`src/hw/vpss_pkg.sv`:
```
/*
 * Package for the per-socket video port support block: register offsets,
 * field positions, reset values, oscillator timing and shared structs.
 * Assumes a single 250 MHz clock domain.
 */
package vpss_pkg;
	// ==========================================================
	// Register offsets
	localparam logic [7:0] VPSS_OFS_SOCKET_CONTROL = 8'h10;
	localparam logic [7:0] VPSS_OFS_SYSTEM_CONTROL = 8'h80;
	localparam logic [7:0] VPSS_OFS_PRESENT_STATE = 8'h08;
	localparam logic [7:0] VPSS_OFS_FORCE_EVENT = 8'h0C;
	// ==========================================================
	// Field positions
	localparam int VPSS_BIT_VIDEO_ENABLE = 9;
	localparam int VPSS_BIT_STD_MODEL = 10;
	localparam int VPSS_BIT_VIDEO_IN_USE = 11;
	localparam int VPSS_BIT_SWITCH_CLOCK = 27;
	localparam int VPSS_BIT_PLATFORM_SUPPORT = 27;
	// ==========================================================
	// Reset values and options
	localparam logic VPSS_RST_SWITCH_CLOCK = 1'b0;
	localparam logic VPSS_RST_VIDEO_ENABLE = 1'b0;
	localparam logic VPSS_RST_PLATFORM_SUPPORT = 1'b0;
	localparam logic VPSS_STD_MODEL_IMPL = 1'b1;
	// ==========================================================
	// Oscillator timing: nominal 16 kHz from a 250 MHz clock
	localparam int VPSS_CLOCK_HZ = 250_000_000;
	localparam int VPSS_OSC_HZ = 16_000;
	localparam int VPSS_OSC_HALF_CYCLES = VPSS_CLOCK_HZ / (2 * VPSS_OSC_HZ);
	localparam int VPSS_OSC_CNT_W = 14;
	// ==========================================================
	// Register access request
	typedef struct packed {
		logic wr;
		logic rd;
		logic [7:0] addr;
		logic [31:0] wdata;
		logic sock;
	} vpss_req_s;
	// Card type seen in a socket
	typedef enum logic [1:0] {
		VPSS_CARD_NONE,
		VPSS_CARD_16BIT,
		VPSS_CARD_CARDBUS
	} vpss_card_e;
endpackage : vpss_pkg

```
`src/hw/vpss_ring_osc.sv`:
```
/*
 * Low-rate oscillator model: divides the system clock to a nominal
 * 32 kHz enable pulse and a 16 kHz square output while enabled.
 * Assumes the enable comes from the same clock domain.
 */
`timescale 1ns/1ns
module vpss_ring_osc
	import vpss_pkg::*;
(
	// Clock and reset
	input wire logic i_clock,
	input wire logic i_rst_n,
	// Control
	input wire logic i_enable,
	// Outputs
	output logic o_tick,
	output logic o_osc
);
	localparam logic [VPSS_OSC_CNT_W-1:0] LAST =
		VPSS_OSC_CNT_W'(VPSS_OSC_HALF_CYCLES - 1);
	logic [VPSS_OSC_CNT_W-1:0] cnt_q;
	logic [VPSS_OSC_CNT_W-1:0] cnt_d;
	logic wrap;
	assign wrap = (cnt_q == LAST);
	// Counter held in reset while disabled, so it is silent by default
	assign cnt_d = (!i_enable || wrap) ? '0 : cnt_q + 1'b1;
	always_ff @(posedge i_clock or negedge i_rst_n) begin
		if (!i_rst_n) begin
			cnt_q <= '0;
			o_tick <= 1'b0;
			o_osc <= 1'b0;
		end else begin
			cnt_q <= cnt_d;
			o_tick <= i_enable && wrap;
			o_osc <= i_enable ? (o_osc ^ wrap) : 1'b0;
		end
	end
endmodule : vpss_ring_osc

```
`src/hw/vpss_top.sv`:
```
/*
 * Dual-socket video port support: socket control, present state, force
 * event and system control registers; oscillator enable; status-change
 * pin pull selection per card type.
 * Assumes a synchronous single-cycle register port with read data one
 * cycle after the read strobe; card type inputs come from pins.
 */
`timescale 1ns/1ns
// Contract
// - Standard-model flag reads one when implemented
// - Oscillator runs only while switch clock set
// - Power-down and interrogation run from oscillator alone (here: i_clock flops enabled by the oscillator tick)
// - Pull-up for 16-bit, pull-down for CardBus
// - Video-in-use set when either socket enabled
// - Force bit sets platform support bit
module vpss_top
	import vpss_pkg::*;
(
	// Clock and reset
	input wire logic i_clock,
	input wire logic i_rst_n,
	// Register port
	input wire vpss_req_s i_req,
	output logic [31:0] o_rdata,
	output logic o_rvalid,
	// Card type pins, per socket
	input wire logic [1:0] i_card_16bit,
	input wire logic [1:0] i_card_cardbus,
	// Status-change pin pull control, per socket
	output logic [1:0] o_pullup_en,
	output logic [1:0] o_pulldown_en,
	// Socket power-down and interrogation timing
	input wire logic [1:0] i_powerdown_req,
	output logic [1:0] o_socket_powered,
	output logic o_osc_clock,
	output logic o_osc_tick
);
	// ==========================================================
	// Input synchronisers
	// Card pins and power-down requests are asynchronous: two flops each
	logic [1:0] c16_m_q;
	logic [1:0] c16_q;
	logic [1:0] ccb_m_q;
	logic [1:0] ccb_q;
	logic [1:0] pd_m_q;
	logic [1:0] pd_q;
	always_ff @(posedge i_clock or negedge i_rst_n) begin
		if (!i_rst_n) begin
			c16_m_q <= '0;
			c16_q <= '0;
		end else begin
			c16_m_q <= i_card_16bit;
			c16_q <= c16_m_q;
		end
	end
	always_ff @(posedge i_clock or negedge i_rst_n) begin
		if (!i_rst_n) begin
			ccb_m_q <= '0;
			ccb_q <= '0;
		end else begin
			ccb_m_q <= i_card_cardbus;
			ccb_q <= ccb_m_q;
		end
	end
	always_ff @(posedge i_clock or negedge i_rst_n) begin
		if (!i_rst_n) begin
			pd_m_q <= '0;
			pd_q <= '0;
		end else begin
			pd_m_q <= i_powerdown_req;
			pd_q <= pd_m_q;
		end
	end
	// ==========================================================
	// Register decode
	logic switch_clock_select_q;
	logic [1:0] socket_video_enable_q;
	logic [1:0] platform_video_support_q;
	logic s;
	logic [1:0] sock_sel;
	logic addr_sock_ctl;
	logic addr_present;
	logic addr_sys_ctl;
	logic wr_sock_ctl;
	logic wr_sys_ctl;
	logic wr_force;
	logic wdata_enable;
	logic wdata_switch;
	logic wdata_force;
	logic video_in_use;
	assign s = i_req.sock;
	assign sock_sel = {s, !s};
	assign addr_sock_ctl = (i_req.addr == VPSS_OFS_SOCKET_CONTROL);
	assign addr_present = (i_req.addr == VPSS_OFS_PRESENT_STATE);
	assign addr_sys_ctl = (i_req.addr == VPSS_OFS_SYSTEM_CONTROL);
	assign wr_sock_ctl = i_req.wr && addr_sock_ctl;
	assign wr_sys_ctl = i_req.wr && addr_sys_ctl;
	assign wr_force = i_req.wr && (i_req.addr == VPSS_OFS_FORCE_EVENT);
	assign wdata_enable = i_req.wdata[VPSS_BIT_VIDEO_ENABLE];
	assign wdata_switch = i_req.wdata[VPSS_BIT_SWITCH_CLOCK];
	assign wdata_force = i_req.wdata[VPSS_BIT_PLATFORM_SUPPORT];
	assign video_in_use = |socket_video_enable_q;
	// ==========================================================
	// Control registers
	always_ff @(posedge i_clock or negedge i_rst_n) begin
		if (!i_rst_n) begin
			switch_clock_select_q <= VPSS_RST_SWITCH_CLOCK;
		end else if (wr_sys_ctl) begin
			switch_clock_select_q <= wdata_switch;
		end
	end
	// Each socket stores only its own enable and support bit
	generate
		for (genvar g = 0; g < 2; g++) begin : g_sock
			always_ff @(posedge i_clock or negedge i_rst_n) begin
				if (!i_rst_n) begin
					socket_video_enable_q[g] <= VPSS_RST_VIDEO_ENABLE;
				end else if (wr_sock_ctl && sock_sel[g]) begin
					socket_video_enable_q[g] <= wdata_enable;
				end
			end
			// Force writes only set; support is a platform fact, cleared by reset
			always_ff @(posedge i_clock or negedge i_rst_n) begin
				if (!i_rst_n) begin
					platform_video_support_q[g] <= VPSS_RST_PLATFORM_SUPPORT;
				end else if (wr_force && sock_sel[g] && wdata_force) begin
					platform_video_support_q[g] <= 1'b1;
				end
			end
		end
	endgenerate
	// ==========================================================
	// Read path
	logic sel_video_enable;
	logic sel_platform_support;
	logic [31:0] sock_ctl_rd;
	logic [31:0] present_rd;
	logic [31:0] sys_ctl_rd;
	logic [31:0] rd_mux;
	logic [31:0] rdata_d;
	assign sel_video_enable = socket_video_enable_q[s];
	assign sel_platform_support = platform_video_support_q[s];
	always_comb begin
		sock_ctl_rd = '0;
		sock_ctl_rd[VPSS_BIT_VIDEO_ENABLE] = sel_video_enable;
		sock_ctl_rd[VPSS_BIT_STD_MODEL] = VPSS_STD_MODEL_IMPL;
		sock_ctl_rd[VPSS_BIT_VIDEO_IN_USE] = video_in_use;
	end
	always_comb begin
		present_rd = '0;
		present_rd[VPSS_BIT_PLATFORM_SUPPORT] = sel_platform_support;
	end
	always_comb begin
		sys_ctl_rd = '0;
		sys_ctl_rd[VPSS_BIT_SWITCH_CLOCK] = switch_clock_select_q;
	end
	// Unmapped offsets and the write-only force register read as zero
	assign rd_mux = addr_sock_ctl ? sock_ctl_rd :
		addr_present ? present_rd :
		addr_sys_ctl ? sys_ctl_rd : 32'h0000_0000;
	// Gated by the strobe so that idle cycles never show stale fields
	assign rdata_d = i_req.rd ? rd_mux : 32'h0000_0000;
	always_ff @(posedge i_clock or negedge i_rst_n) begin
		if (!i_rst_n) begin
			o_rdata <= '0;
		end else begin
			o_rdata <= rdata_d;
		end
	end
	always_ff @(posedge i_clock or negedge i_rst_n) begin
		if (!i_rst_n) begin
			o_rvalid <= 1'b0;
		end else begin
			o_rvalid <= i_req.rd;
		end
	end
	// ==========================================================
	// Internal oscillator
	logic osc_tick;
	logic osc_clk;
	vpss_ring_osc u_osc (
		.i_clock(i_clock),
		.i_rst_n(i_rst_n),
		.i_enable(switch_clock_select_q),
		.o_tick(osc_tick),
		.o_osc(osc_clk)
	);
	// Relayed through a flop so that every top output is registered
	always_ff @(posedge i_clock or negedge i_rst_n) begin
		if (!i_rst_n) begin
			o_osc_clock <= 1'b0;
			o_osc_tick <= 1'b0;
		end else begin
			o_osc_clock <= osc_clk;
			o_osc_tick <= osc_tick;
		end
	end
	// ==========================================================
	// Status-change pin pull selection
	// Both type pins high is contradictory; neither pull is then enabled
	logic [1:0] pullup_d;
	logic [1:0] pulldown_d;
	assign pullup_d = c16_q & ~ccb_q;
	assign pulldown_d = ccb_q & ~c16_q;
	always_ff @(posedge i_clock or negedge i_rst_n) begin
		if (!i_rst_n) begin
			o_pullup_en <= '0;
			o_pulldown_en <= '0;
		end else begin
			o_pullup_en <= pullup_d;
			o_pulldown_en <= pulldown_d;
		end
	end
	// ==========================================================
	// Socket power
	// Power-down advances only on the oscillator tick, in flops still clocked by i_clock
	logic [1:0] powered_d;
	assign powered_d = ~pd_q & (c16_q | ccb_q);
	always_ff @(posedge i_clock or negedge i_rst_n) begin
		if (!i_rst_n) begin
			o_socket_powered <= '0;
		end else if (osc_tick) begin
			o_socket_powered <= powered_d;
		end
	end
endmodule : vpss_top

```
`config.mk`:
```
export PLATFORM = sky130hd
export DESIGN_NAME = vpss_top
export DESIGN_NICKNAME = d
export VERILOG_FILES = /design/src/hw/vpss_pkg.sv /design/src/hw/vpss_ring_osc.sv /design/src/hw/vpss_top.sv
export SDC_FILE = /design/constraint.sdc
export NUM_CORES = 1
export LEC_CHECK = 0
export ABC_AREA = 1
export BUFFER_PORTS_ARGS = -buffer_cell sky130_fd_sc_hd__buf_4
export CORE_UTILIZATION = 34
export CTS_CLUSTER_DIAMETER = 50
export DETAILED_ROUTE_END_ITERATION = 7
export MAX_ROUTING_LAYER = met4
export SYNTH_ARGS = -nofsm -noshare
export SYNTH_HDL_FRONTEND = slang
export SYNTH_SLANG_ARGS = --single-unit
```
`constraint.sdc`:
```
create_clock -name i_clock -period 1.25 [get_ports i_clock]
set_input_delay 0.125 -clock i_clock [delete_from_list [all_inputs] [get_ports i_clock]]
set_output_delay 0.125 -clock i_clock [all_outputs]
set_load 0.005 [all_outputs]
```
==> metrics.csv <==
metric,value,unit
status,"finished, final reports clean",
avgSynthCellArea,8.93,sq um
avgViaCountPerCell,4.17,
nFillCells,576,
maxSlewHeadroom,62.2,%
grt_pass1_wl,6050,um
fin_area,2700,sq um
ant_nets,0,
cts-root-buf,clkbuf_8,
place.gp.congestion,0.816,
total_switching_power,601,uW
die_y,80.9,um
initial_core_util,35.5,%
max_slew.worst_pin.slew,0.567,ns
drt_first_pass_iters,4,
seq_power_share,59.1,%
first_global_vias,1390,
hold_path.class,input port to register,
count_of_max_cap_constraint_violations,0,
clkTransAtPathRegs,0.08,ns
fin_crit,1.23,ns
syn_to_final_growth,27.5,%
synth_seq_area_share,54.4,%
final_cell_mix,"dfrtp_1 (45), nand2_1 (43), buf_4 (40)",
cpLargestDelayFamily,simple AND/OR/NAND/NOR gates,
detailedPlacementHpwl,2460,um
multiInputGateArea,868,sq um
setup.worst_path.end_class,register,
grt_use_total,12.7,%
combPwrFrac,7.6,%
ios,92,
wire_per_inst,9.83,um
crit_required,1.43,ns
timing_worst_setup_path_type,register to register,
finalNonFillerCells,368,
final_nets,344,
critPathMaxFanout,7,
timing.hold.ws,0.0911,ns
setup_viol_count_final,0,
ys_top_cells_by_area,"dfrtp_1 (54%), buf_4 (9.9%), nand2_1 (8.0%), nor2_1 (6.9%), inv_1 (5.0%)",
cp-startpoint,u_osc.cnt_q[0]$_DFF_PN0_,
clock_latency,0.29,ns
count_of_unique_library_cells_instantiated_by_yosys,20,
hold_violations,0,
portBuffers,33,
first_iter_violations,78,
power_density,964,nW/um^2
vias,1534,
synth_largest_area_cell,dfrtp_1,
clock-sinks,46,
swShare,23.1,%
worst_supply_voltage_drop_on_vdd,0.000567,V
timing.fmax,0.814,GHz
synth.ff_latch_count,46,
dp_slack,-0.0418,ns
antenna_found_initial,0,
cts_tree,yes,
cts_max_level,2,
worst_setup_path_endpoint,u_osc.cnt_q[12]$_DFF_PN0_,
slowest_stage,dfrtp_1,
timing.critical_path.arrival,1.41,ns
place.detailed.instances,350,
synthesis.instances,237,
drc_errors,0,
timing.final.ws_setup,0.0216,ns
overall_die_width,80.9,um
drive_above_1_share,25.3,%
intPower,2000,uW
clockPowerShare,33.3,%
timing.critical_path.cells,ha_4 > nand2_2 > inv_2 > nand2_2 > nor2_4 > nand2_4 > nand2_8 > nor2_1,
worst-path-stages,8,
timing_max_transition_violations_final,0,
crit_path_top_cell_by_count,nand2_2,
antenna-diode-count,0,
rr_worst_depth,8,
critical_path.n_buffers_inverters,1,
worst_r2r_endpoint,u_osc.cnt_q[12]$_DFF_PN0_,
fin_crit_sh,98.3,%
critical-path-max-stage-delay,0.39,ns
wl,3620,um
synth_top_cell_area_share,54.4,%
met3_length,156,um
synth_area,2120,sq um
top_layer_used,met4,
layout.area.seq,1150,sq um
placement.cell_area,2390,sq um
p_leak,0.00131,uW
worst_r2r_startpoint,u_osc.cnt_q[0]$_DFF_PN0_,
dr_wl_met2,1810,um
fin_worst_skew,0.00551,ns
worstSetupStartpointType,register,
overall_die_area,6540,sq um
setup.reg_to_reg.worst_slack,0.02,ns
synthesis.yosys.warnings,0,
numCtsBuffers,5,
grt_start_max_net_pins,47,
met1_length,1570,um
cts-root-to-sink-buffers,2,
rsz0062_at_grt,yes,
mostFrequentLayoutCell,dfrtp_1,
core,5960,sq um
grt.overflow.total,0,
row_count,28,
## layout make-up
| class | instances | share of cell area (%) |
|---|---|---|
| repair buffers | 49 | 14.5 |
| inverters | 28 | 3.90 |
| clock inverters | 2 | 0.510 |
| flip-flops and latches | 46 | 42.7 |
| multi-input cells | 162 | 32.2 |
| clock buffers | 6 | 2.69 |
| well taps | 75 | 3.48 |
## how the worst min path moves through the flow
stage / end / depth (start not counted) / from / slack, ns
after CTS: switch_clock_select_q$_DFFE_PN0P_ / 3 / i_req[28] / 0.08
final: switch_clock_select_q$_DFFE_PN0P_ / 3 / i_req[28] / 0.09
after floorplan: c16_m_q[0]$_DFF_PN0_ / 0 / i_rst_n / -0.17
after global placement: u_osc.cnt_q[10]$_DFF_PN0_ / 1 / i_rst_n / 0.16
after detailed placement: u_osc.cnt_q[6]$_DFF_PN0_ / 1 / i_rst_n / 0.17
after global routing: platform_video_support_q[0]$_DFFE_PN0P_ / 3 / i_req[28] / 0.09
## what timing repair did
| action | CTS | global route |
|---|---|---|
| hold endpoints to repair | 53 | 0 |
| gates cloned | 1 | 0 |
| pin swaps | 1 | 3 |
| hold buffers | 8 | 0 |
| buffers inserted | 1 | 0 |
| endpoints found under the setup margin | 14 | 16 |
| gates resized for setup | 5 | 22 |
## per-stage QoR
stage          total power [uW]  setup TNS [ns]  util (%)
6_report                   2600               0      45.3
5_1_grt                    2720          -0.511      45.3
4_1_cts                    2630               0      43.9
3_5_place_dp               1730          -0.424      40.2
3_3_place_gp               1730         -0.0131      40.2
2_1_floorplan              1680               0         -
## Yosys cell counts
cell type and n:
dfrtp_1 46, o21ai_0 1, or2_0 1, nand2_1 45, buf_4 28, ha_1 1
mux2_2 2, nand2_4 1, buf_6 1, xor2_1 4, nor2_4 1, conb_1 1
nor2_1 39, a21oi_1 4, nand2_2 1, nor2_2 3, nand4_1 10, nand3_1 18
xnor2_1 2, inv_1 28
## flip-flops by register name (all words and copies together) (netlist names)
signal / count
c16_q: 2
u_osc.cnt_q: 14
u_osc.o_osc: 1
o_pullup_en: 2
o_rvalid: 1
o_rdata: 4
switch_clock_select_q: 1
o_osc_tick: 1
socket_video_enable_q: 2
u_osc.o_tick: 1
platform_video_support_q: 2
o_pulldown_en: 2
ccb_m_q: 2
c16_m_q: 2
o_osc_clock: 1
o_socket_powered: 2
pd_m_q: 2
ccb_q: 2
pd_q: 2
## tightest hold or removal path, stage by stage
cell	delay, ns
buf_4	0.09
nand3_1	0.07
nand2_1	0.06
## logic make-up (layout without fill, tap and decap cells)
logic type                 count (synthesis)  after routing  share of synthesized area (%)
buffers and inverters                     57             85                           15.4
xor gates and xnor gates                   6              6                           2.48
muxes                                      2              2                           1.06
DFF                                       46             46                           54.4
other                                      1             28                          0.177
and+or+nand+nor                          119            120                           24.7
AOI/OAI and AO/OA                          5              5                           1.18
adders and majority gates                  1              1                          0.591
## power groups by stage
stage,registers [uW],clock network (uW),logic [uW]
finish,1540,867,197
global route,1540,955,228
CTS,1540,901,191
detailed placement,1560,0,167
global placement,1560,0,164
floorplan,1560,0,121
## metal layers
| layer | up-vias | track usage [%] |
|---|---|---|
| li1 | 786 | - |
| met3 | 4 | 3.03 |
| met5 | - | - |
| met1 | 700 | 14.4 |
| met4 | 0 | 5.71 |
| met2 | 44 | 21.1 |
Power figures use the tool's default switching activity.
